--- src/pkg/gpp_pkg.sv ---
// constants, register map and carrier types of the 8-pin general-purpose i/o port
// assumes one 100 MHz clock and an 8-bit register port with one-cycle read latency
package gpp_pkg;

	// port geometry
	localparam int unsigned NUM_PINS     = 8;
	localparam int unsigned NUM_VEC      = 4;
	localparam int unsigned ADDR_W       = 8;
	localparam int unsigned DATA_W       = 8;
	localparam int unsigned SYNC_STAGES  = 2;

	// register offsets
	localparam logic [7:0] OFS_DATA      = 8'h00;
	localparam logic [7:0] OFS_DIR       = 8'h01;
	localparam logic [7:0] OFS_OPT       = 8'h02;
	localparam logic [7:0] OFS_SENSE     = 8'h03;
	localparam logic [7:0] OFS_SEL       = 8'h04;
	localparam logic [7:0] OFS_PEND      = 8'h05;

	// reset values and the read value of unmapped places
	localparam logic [7:0] RST_DATA      = 8'hff;
	localparam logic [7:0] RST_DIR       = 8'h00;
	localparam logic [7:0] RST_OPT       = 8'h40;
	localparam logic [3:0] RST_SENSE     = 4'h0;
	localparam logic [7:0] RST_SEL       = 8'h00;
	localparam logic [7:0] RD_UNMAPPED   = 8'h00;

	// edge sense encoding, one bit per vector
	localparam logic       SENSE_FALL    = 1'b0;
	localparam logic       SENSE_RISE    = 1'b1;

	// what the port drives towards each pad
	typedef struct packed {
		logic [7:0] out;
		logic [7:0] oe_n;
		logic [7:0] pullup_en;
	} gpp_pad_t;

	// output function of an on-chip peripheral on each pin
	typedef struct packed {
		logic [7:0] en;
		logic [7:0] val;
	} gpp_alt_t;

endpackage : gpp_pkg

--- src/rtl/gpp_ext_irq.sv ---
// edge detection and pending latches of the external interrupt vectors
// assumes synchronised pin levels; pins are shared evenly over the vectors
module gpp_ext_irq #(
	parameter int unsigned NP = 8,
	parameter int unsigned NV = 4
) (
	// clock and reset
	input  wire logic          clock,
	input  wire logic          rst_n,
	// pins
	input  wire logic [NP-1:0] pin_lvl,
	input  wire logic [NP-1:0] pin_irq_en,
	// control
	input  wire logic [NV-1:0] sense_rise,
	input  wire logic [NV-1:0] vec_fetch,
	input  wire logic          sense_clr,
	// requests
	output logic      [NV-1:0] pend_r
);

	localparam int unsigned PPV = NP / NV;

	logic [NP-1:0] prev_r;
	logic          arm_r;
	logic [NP-1:0] hit;
	logic [NV-1:0] set_v;
	logic [NV-1:0] pend_nxt;

	// qualifying edge per pin, by the sense bit of its vector
	always_comb begin
		for (int p = 0; p < NP; p++) begin
			hit[p] = pin_irq_en[p] && arm_r &&
				((sense_rise[p / PPV] == gpp_pkg::SENSE_RISE) ?
				 (pin_lvl[p] && !prev_r[p]) : (!pin_lvl[p] && prev_r[p]));
		end
	end

	// gather pin hits into their vectors
	genvar v;
	generate
		for (v = 0; v < NV; v++) begin : g_vec
			assign set_v[v] = |hit[v*PPV +: PPV];
		end
	endgenerate

	// a new edge wins over fetch or sense-change clear
	assign pend_nxt = set_v | (pend_r & ~(vec_fetch | {NV{sense_clr}}));

	// edge history; arm blocks a false edge on the first cycle out of reset
	always_ff @(posedge clock or negedge rst_n) begin
		if (!rst_n) begin
			prev_r <= '0;
			arm_r  <= 1'b0;
			pend_r <= '0;
		end else begin
			prev_r <= pin_lvl;
			arm_r  <= 1'b1;
			pend_r <= pend_nxt;
		end
	end

endmodule // gpp_ext_irq

--- src/rtl/gpp_port.sv ---
// 8-pin general-purpose i/o port: data latch, direction, option bits,
// peripheral override and external interrupt inputs
// assumes pads resolved outside from out/oe_n/pullup_en, and a cpu that
// pulses vec_fetch for one cycle when it fetches an external vector

// What this block does
// - every pin configured by its own bits
// - input direction reads the pin level
// - input mode writes touch only latch
// - input option bit selects pull-up
// - option on select pin enables interrupt
// - each vector has rising or falling sense
// - vector fetch clears request latch
// - sense change clears all pending requests
// - output drives latch, reads latch back
// - output option selects push-pull or open-drain
// - zero drives low, one high or floats
// - peripheral output overrides port settings
// - input plus peripheral output reads peripheral
// - output pin feeds latch to peripheral
// - low power leaves port; interrupts wake
// - interrupt reaches cpu only when unmasked
// - direction/option encode the four modes
module gpp_port (
	// clock and reset
	input  wire logic                clock,
	input  wire logic                rst_n,
	// register port
	input  wire logic [7:0]          reg_addr,
	input  wire logic [7:0]          reg_wdata,
	input  wire logic                reg_wr,
	input  wire logic                reg_rd,
	output logic      [7:0]          reg_rdata,
	// pads
	input  wire logic [7:0]          pad_in,
	output gpp_pkg::gpp_pad_t        pad_drive,
	// on-chip peripherals
	input  wire gpp_pkg::gpp_alt_t   alt_out,
	output logic      [7:0]          alt_in_val,
	// cpu interrupt side
	input  wire logic                cc_irq_mask,
	input  wire logic [3:0]          vec_fetch,
	output logic      [3:0]          ext_irq_req,
	output logic                     wake_req
);

	// register file
	logic [7:0] data_r;
	logic [7:0] data_nxt;
	logic [7:0] dir_r;
	logic [7:0] dir_nxt;
	logic [7:0] opt_r;
	logic [7:0] opt_nxt;
	logic [3:0] sense_r;
	logic [3:0] sense_nxt;
	logic [7:0] sel_r;
	logic [7:0] sel_nxt;
	logic [7:0] rdata_nxt;

	// decode and pin state
	logic       wr_data;
	logic       wr_dir;
	logic       wr_opt;
	logic       wr_sense;
	logic       wr_sel;
	logic       sense_clr;
	logic [7:0] pin_sync;
	logic [7:0] port_rd_val;
	logic [7:0] is_in;
	logic [7:0] irq_en;
	logic [3:0] pend;
	gpp_pkg::gpp_pad_t pad_nxt;

	// one write strobe per register
	function automatic logic hit_ofs(input logic [7:0] a, input logic [7:0] ofs);
		return a == ofs;
	endfunction

	assign wr_data  = reg_wr && hit_ofs(reg_addr, gpp_pkg::OFS_DATA);
	assign wr_dir   = reg_wr && hit_ofs(reg_addr, gpp_pkg::OFS_DIR);
	assign wr_opt   = reg_wr && hit_ofs(reg_addr, gpp_pkg::OFS_OPT);
	assign wr_sense = reg_wr && hit_ofs(reg_addr, gpp_pkg::OFS_SENSE);
	assign wr_sel   = reg_wr && hit_ofs(reg_addr, gpp_pkg::OFS_SEL);

	// a data write only ever lands in the latch; pins follow only when output
	assign data_nxt  = wr_data ? reg_wdata : data_r;
	assign dir_nxt   = wr_dir  ? reg_wdata : dir_r;
	assign opt_nxt   = wr_opt  ? reg_wdata : opt_r;
	assign sel_nxt   = wr_sel  ? reg_wdata : sel_r;
	assign sense_nxt = wr_sense ? reg_wdata[3:0] : sense_r;

	// only a real change of sense drops pending requests
	assign sense_clr = wr_sense && (reg_wdata[3:0] != sense_r);

	// configuration registers
	always_ff @(posedge clock or negedge rst_n) begin
		if (!rst_n) begin
			data_r  <= gpp_pkg::RST_DATA;
			dir_r   <= gpp_pkg::RST_DIR;
			opt_r   <= gpp_pkg::RST_OPT;
			sense_r <= gpp_pkg::RST_SENSE;
			sel_r   <= gpp_pkg::RST_SEL;
		end else begin
			data_r  <= data_nxt;
			dir_r   <= dir_nxt;
			opt_r   <= opt_nxt;
			sense_r <= sense_nxt;
			sel_r   <= sel_nxt;
		end
	end

	// pad levels synchronised before any use
	gpp_sync #(
		.WIDTH    (gpp_pkg::NUM_PINS)
	) u_sync (
		.clock    (clock),
		.rst_n    (rst_n),
		.async_in (pad_in),
		.sync_out (pin_sync)
	);

	// direction zero means input
	assign is_in = ~dir_r;

	// data read: latch when output, peripheral value when overridden, else pin
	genvar i;
	generate
		for (i = 0; i < 8; i++) begin : g_pin
			assign port_rd_val[i] = dir_r[i]         ? data_r[i] :
			                        alt_out.en[i]    ? alt_out.val[i] :
			                                           pin_sync[i];
			// peripheral input sees latch when the pin is an output
			assign alt_in_val[i]  = dir_r[i] ? data_r[i] : pin_sync[i];
			// pad drive per pin
			assign pad_nxt.out[i] = alt_out.en[i] ? alt_out.val[i] : data_r[i];
			assign pad_nxt.oe_n[i] = alt_out.en[i] ? 1'b0 :
			                         is_in[i]      ? 1'b1 :
			                         opt_r[i]      ? 1'b0 :
			                                         data_r[i];
			assign pad_nxt.pullup_en[i] = is_in[i] && opt_r[i] && !alt_out.en[i];
			// interrupt input: input direction, option set, pin selected
			assign irq_en[i] = is_in[i] && opt_r[i] && sel_r[i];
		end
	endgenerate

	// registered pad drive so outputs come from flip-flops
	always_ff @(posedge clock or negedge rst_n) begin
		if (!rst_n) begin
			pad_drive.out       <= 8'h00;
			pad_drive.oe_n      <= 8'hff;
			pad_drive.pullup_en <= 8'h00;
		end else begin
			pad_drive <= pad_nxt;
		end
	end

	// external interrupt vectors
	gpp_ext_irq #(
		.NP         (gpp_pkg::NUM_PINS),
		.NV         (gpp_pkg::NUM_VEC)
	) u_irq (
		.clock      (clock),
		.rst_n      (rst_n),
		.pin_lvl    (pin_sync),
		.pin_irq_en (irq_en),
		.sense_rise (sense_r),
		.vec_fetch  (vec_fetch),
		.sense_clr  (sense_clr),
		.pend_r     (pend)
	);

	// cpu sees requests only while its mask bit is clear; wake ignores the mask
	assign ext_irq_req = pend & {4{!cc_irq_mask}};
	assign wake_req    = |pend;

	// read mux
	always_comb begin
		rdata_nxt = gpp_pkg::RD_UNMAPPED;
		unique case (reg_addr)
			gpp_pkg::OFS_DATA:  rdata_nxt = port_rd_val;
			gpp_pkg::OFS_DIR:   rdata_nxt = dir_r;
			gpp_pkg::OFS_OPT:   rdata_nxt = opt_r;
			gpp_pkg::OFS_SENSE: rdata_nxt = {4'h0, sense_r};
			gpp_pkg::OFS_SEL:   rdata_nxt = sel_r;
			gpp_pkg::OFS_PEND:  rdata_nxt = {4'h0, pend};
			default:            rdata_nxt = gpp_pkg::RD_UNMAPPED;
		endcase
	end

	// read data stands only the cycle after the strobe
	always_ff @(posedge clock or negedge rst_n) begin
		if (!rst_n) begin
			reg_rdata <= 8'h00;
		end else begin
			reg_rdata <= reg_rd ? rdata_nxt : 8'h00;
		end
	end

endmodule // gpp_port

--- src/rtl/gpp_sync.sv ---
// two-stage synchroniser for a bus of independent levels
// assumes every bit is an unrelated asynchronous level, never a word
module gpp_sync #(
	parameter int unsigned WIDTH = 8
) (
	// clock and reset
	input  wire logic             clock,
	input  wire logic             rst_n,
	// levels
	input  wire logic [WIDTH-1:0] async_in,
	output logic      [WIDTH-1:0] sync_out
);

	logic [WIDTH-1:0] meta_r;

	// first stage feeds only the second
	always_ff @(posedge clock or negedge rst_n) begin
		if (!rst_n) begin
			meta_r   <= '0;
			sync_out <= '0;
		end else begin
			meta_r   <= async_in;
			sync_out <= meta_r;
		end
	end

endmodule // gpp_sync

--- config.mk ---
export PLATFORM = sky130hd
export DESIGN_NAME = gpp_port
export DESIGN_NICKNAME = d
export VERILOG_FILES = /design/src/pkg/gpp_pkg.sv /design/src/rtl/gpp_ext_irq.sv /design/src/rtl/gpp_port.sv /design/src/rtl/gpp_sync.sv
export SDC_FILE = /design/constraint.sdc
export NUM_CORES = 1
export LEC_CHECK = 0
export BUFFER_PORTS_ARGS = -buffer_cell sky130_fd_sc_hd__buf_2
export CAP_MARGIN = 10
export CELL_PAD_IN_SITES_DETAIL_PLACEMENT = 0
export CELL_PAD_IN_SITES_GLOBAL_PLACEMENT = 1
export CORE_UTILIZATION = 39
export CTS_CLUSTER_SIZE = 28
export DETAILED_ROUTE_END_ITERATION = 16
export PLACE_DENSITY = 0.75
export SLEW_MARGIN = 5
export SYNTH_ARGS = -nofsm -noshare
export SYNTH_HDL_FRONTEND = slang
export SYNTH_SLANG_ARGS = --single-unit
--- constraint.sdc ---
create_clock -name clock -period 1.2 [get_ports clock]
set_clock_uncertainty 0.05 [all_clocks]
set_input_delay 0.36 -clock clock [delete_from_list [all_inputs] [get_ports clock]]
set_output_delay 0.36 -clock clock [all_outputs]
set_load 0.02 [all_outputs]
**After elaboration in Yosys (flattened, before gate mapping)**

Cells that the tools add are included.

- Equal/unequal tests: 6
- Mux-type cells: 66
- Bitwise logic cells: 6
- Reductions and logical operators: 93

Operator list:

| operator | number |
|---|---|
| 2-to-1 mux 1 bit | 64 |
| logical AND 1 bit | 62 |
| one-hot mux 8 bit (6 select lines) | 1 |
| zero test 1 bit | 25 |
| == test 8 x 2 -> 1 bit, second input constant | 2 |
| == test 8 x 3 -> 1 bit, second input constant | 2 |
| bitwise AND 4 bit | 2 |
| == test 8 x 1 -> 1 bit, second input constant | 1 |
| zero test 8 bit | 1 |
| 2-to-1 mux 8 bit | 1 |
| NOT 8 bit | 1 |
| OR 4 bit | 2 |
| OR reduction 2 bit | 4 |
| != test 4 bit | 1 |
| NOT 4 bit | 1 |
| OR reduction 4 bit | 1 |

- Flip-flop bits (word level): 97
- Bits of input ports: 49
- Logic and storage cells: 185

**Logic depth before layout (Yosys ltp)**

- Word-level depth: 7
- Depth in mapped cells: 7

**By module**

Synthesis repeated with hierarchy kept, for this count alone.

- Cell total of the unflattened synthesis: 333
- Area, all modules: 4240.3 µm²

Modules (own cells, without submodules):

| module | times used | cells an instance | area each (µm²) |
|---|---|---|---|
| gpp_port | 1 | 266 | 3270.6 |
| gpp_ext_irq | 1 | 51 | 569.3 |
| gpp_sync | 1 | 16 | 400.4 |

**Worst setup path after synthesis**

OpenSTA, ideal clock, no wires.

- Kind: input to register
- Start point: in reg_addr[5]
- End point: reg dir_r[0]
- Data arrival time: 1532 ps
- Data required time: 1025 ps
- Slack: -507 ps
- Stages on the path: 6
- Cell sequence: nor4_2 and2_1 buf_4 and3_4 buf_12 mux2_4

- Word-level cells in the longest chain between the ends: 2

Ends and longest elaborated chain:

| element | line | text |
|---|---|---|
| from (decl) | gpp_port.sv:29 | `input wire logic [7:0] reg_addr,` |
| == test 8 x 1 -> 1 bit | gpp_port.sv:76 | `return a == ofs;` |
| logical AND 1 bit | gpp_port.sv:80 | `assign wr_dir = reg_wr && hit_ofs(reg_addr, gpp_pkg::OFS_DIR);` |
| to (signal assigned) | gpp_port.sv:99 | `dir_r <= gpp_pkg::RST_DIR;` |
| to (signal assigned) | gpp_port.sv:105 | `dir_r <= dir_nxt;` |
| to (decl) | gpp_port.sv:50 | `logic [7:0] dir_r;` |

No other way between the ends.
A chain may end at the register's enable or synchronous reset.

**Worst setup path in the final report**

- Start point: reg u_irq.pend_r[1]
- End point: out wake_req

- Word-level cells in the longest chain between the ends: 1

Ends and longest elaborated chain:

| element | line | text |
|---|---|---|
| from (decl) | gpp_ext_irq.sv:18 | `output logic [NV-1:0] pend_r` |
| from (signal assigned) | gpp_ext_irq.sv:58 | `pend_r <= pend_nxt;` |
| OR reduction 4 bit | gpp_port.sv:174 | `assign wake_req = \|pend;` |
| to (decl) | gpp_port.sv:44 | `output logic wake_req` |

No other way between the ends.

==> key figures <==
Clock network
  • CTS clk-pin slew, worst paths: 90 ps
  • CTS buffer count: 9
  • CTS Sinks: a little under 100
  • H-tree Lvls: 3
  • Clk Latency, worst-skew pair: 360 ps
  • Clock tree root driver cell: clkbuf_8
  • CTS max path bufs: 2
  • CTS tree: built

Timing
  • Endpoints failing hold: 0
  • Hold_ws: 52.9 ps
  • Fmax: approximately 0.54 GHz
  • Setup repair after global routing missed its margin: true
  • Crit share post-route: 1.53
  • Pins Over Slew Limit: 0
  • Setup TNS: -15190 ps
  • Final setup margin: -638 ps
  • Tmin final: 1840 ps
  • Endpoints failing setup: 87

Place
  • Gpl congestion: between 0.8 and 0.9
  • Port bufs: 93
  • Dpl cell area: 5480 sq um
  • DP HPWL: 7540 microns

Worst hold path
  • Hold Path Class: input pin to register

Route
  • DRC Markers: 0
  • Iter 0 DRT Violations: roughly 100
  • Vias/cell: between 5 and 6
  • ANT nets after route: 0
  • Total Wirelength: 10700 microns
  • Number of detailed-route iterations in the first pass: 4
  • Vias: 3295
  • Wire per inst: 16.8 microns

Die
  • Die area: 11300 sq um
  • I/O pin count: 94
  • Site Rows: 37
  • Chip height: 106 microns
  • Chip width: 106 microns
  • Starting density of the core: 0.406
  • Core footprint: 10400 sq um

Setup path
  • Slowest stage delay, CP: 530 ps
  • Worst-path maximum fanout: 2
  • Critical Path AT: ~1400 ps
  • Cells along the critical path: or4_4, buf_6
  • Crit-path leading delay family: simple AND/OR/NAND/NOR gates
  • Worst path required time: 790 ps
  • WS Path Type: register to output pin
  • Buf+Inv Stages, Crit Path: 1
  • Critical path's slowest cell: or4_4
  • Crit path capture type: output pin
  • Worst Setup Start Kind: register

Cells and area
  • Final instance area: 6200 sq um
  • # diodes: 0
  • Share of layout cells above drive strength 1: 0.596
  • Final core occ: 0.595
  • Final net count: about 540
  • Area Growth Syn to Fin: 46.6%

Yosys
  • Cells after Synth: 320
  • Synth Register Bits: 97
  • Register area share after synthesis: 0.579
  • Mapped Area: about 4200 sq um
  • Post-Syn Area per Cell: 13.2 sq um
  • Post-Syn Nets: approximately 370
  • YS warnings: 0
  • Synth unique cells: 42

GRT
  • Largest net degree at the start of global routing: 45
  • Total GRT Usage: 0.199
  • Initial antenna violation count: 0
  • Vias in the first global route: 3372
  • Gr ovfl total: 0
  • First-pass GRT wire length: ~17000 microns

Status
  • Status: finished, violations left
  • Failing checks: negative setup slack

Flow run
  • Number of max-cap violations: 0

Power
  • Leak: 0.00292 uW
  • Max VDD drop: 560 uV
  • Power Density: 1060 nW/um^2
==> power breakdown <==
group	switching (uW)	leakage [uW]	internal, uW
Combinational	459	0.00161	516
Clock	1130	0.0000925	955
Sequential	96.0	0.00122	3430
==> through the flow <==
stage	power, uW	worst slack, ps	instances
finish	6580	-638	634
global route	6860	-660	634
CTS	6610	-638	630
detailed placement	4430	-612	612
global placement	4410	-568	612
floorplan	3980	-475	320
==> Yosys cell counts (all sizes together) <==
cell	n	share of area
dfrtp	80	0.47
mux2	54	0.15
a21oi	21	0.025
dfstp	17	0.11
nor2	13	0.012
nand2b	12	0.018
nand3b	12	0.021
buf	11	0.018
nand2	10	0.0095
o21ai	10	0.012
and3b	8	0.017
mux2i	8	0.019
nor3b	8	0.014
nor2b	6	0.0089
o31ai	6	0.011
a22oi	5	0.0089
o22ai	4	0.0059
o2bb2ai	4	0.0083
xor2	4	0.0083
a211o	3	0.0062
a221oi	3	0.0062
inv	3	0.0027
a22o	2	0.0041
nand3	2	0.0065
nor3	2	0.0035
nor4	2	0.0059
a211oi	1	0.0018
a2bb2oi	1	0.0021
a32oi	1	0.0021
and2	1	0.0015
and3	1	0.0027
and4b	1	0.0024
conb	1	0.00089
nor4bb	1	0.0024
o41a	1	0.0027
or4	1	0.0018
==> state kept, by name, summed over array words and instances, names as in the netlist <==
signal,count
sense_r,4
u_irq.pend_r,4
opt_r,8
sel_r,8
u_sync.sync_out,8
u_sync.meta_r,8
reg_rdata,8
dir_r,8
pad_drive,24
data_r,8
u_irq.arm_r,1
u_irq.prev_r,8
==> final timing paths <==
| check | startpoint | to | slack [ps] | depth (start not counted) |
|---|---|---|---|---|
| setup / recovery | u_irq.pend_r[1] | wake_req | -640 | 2 |
| hold / removal | pad_in[5] | u_sync.meta_r[5] | 50 | 1 |
| setup reg to reg | u_irq.pend_r[0] | reg_rdata[0] | -230 | 7 |
| hold reg to reg | u_sync.meta_r[7] | u_sync.sync_out[7] | 300 | 0 |
| max in group asynchronous | rst_n | data_r[7] | 180 | 3 |
| min in group asynchronous | rst_n | u_sync.sync_out[3] | 350 | 2 |
==> layout make-up <==
cell class / count / area, sq um
clock buffer: 10 / 128
timing repair buffer: 174 / 1470
sequential: 97 / 2450
clock inverter: 5 / 56.3
multi-input combinational: 209 / 1920
tap: 136 / 170
inverter: 3 / 11.3
fill: 890 / 4220
==> kinds of logic after synthesis <==
| logic type | share of synthesized area |
|---|---|
| DFF | 0.579 |
| other | 0.000886 |
| buffers and inverters | 0.0204 |
| xor gates and xnor gates | 0.00828 |
| muxes | 0.170 |
| AOI/OAI and AO/OA | 0.0955 |
| and+or+nand+nor | 0.126 |
==> layer usage <==
metal	vias up	global-route usage	part of all wire
met5	-	0	0
li1	1519	-	-
met1	1664	0.279	0.47
met4	0	0.0645	0.020
met2	94	0.311	0.46
met3	18	0.0380	0.043
==> layout by cell type (no fill, tap or decap), drive strengths merged, types with 2 or more instances in the layout <==
| master | count |
|---|---|
| a211o | 3 |
| a21oi | 21 |
| a221oi | 3 |
| a22o | 2 |
| a22oi | 5 |
| and3b | 8 |
| buf | 171 |
| clkbuf | 12 |
| clkinv | 2 |
| dfrtp | 80 |
| dfstp | 17 |
| inv | 4 |
| mux2 | 54 |
| mux2i | 8 |
| nand2 | 10 |
| nand2b | 12 |
| nand3 | 2 |
| nand3b | 12 |
| nor2 | 13 |
| nor2b | 6 |
| nor3 | 2 |
| nor3b | 8 |
| nor4 | 2 |
| o21ai | 10 |
| o22ai | 4 |
| o2bb2ai | 4 |
| o31ai | 6 |
| xor2 | 4 |
==> what timing repair did <==
item | in CTS | in global routing
endpoints found under the hold margin | 10 | 0
gates resized for setup | 113 | 28
buffers inserted | 2 | 5
pin swaps | 6 | 14
hold buffers | 1 | 0
cloned | 0 | 0
setup endpoints to repair | 90 | 93
Power figures use the tool's default switching activity.
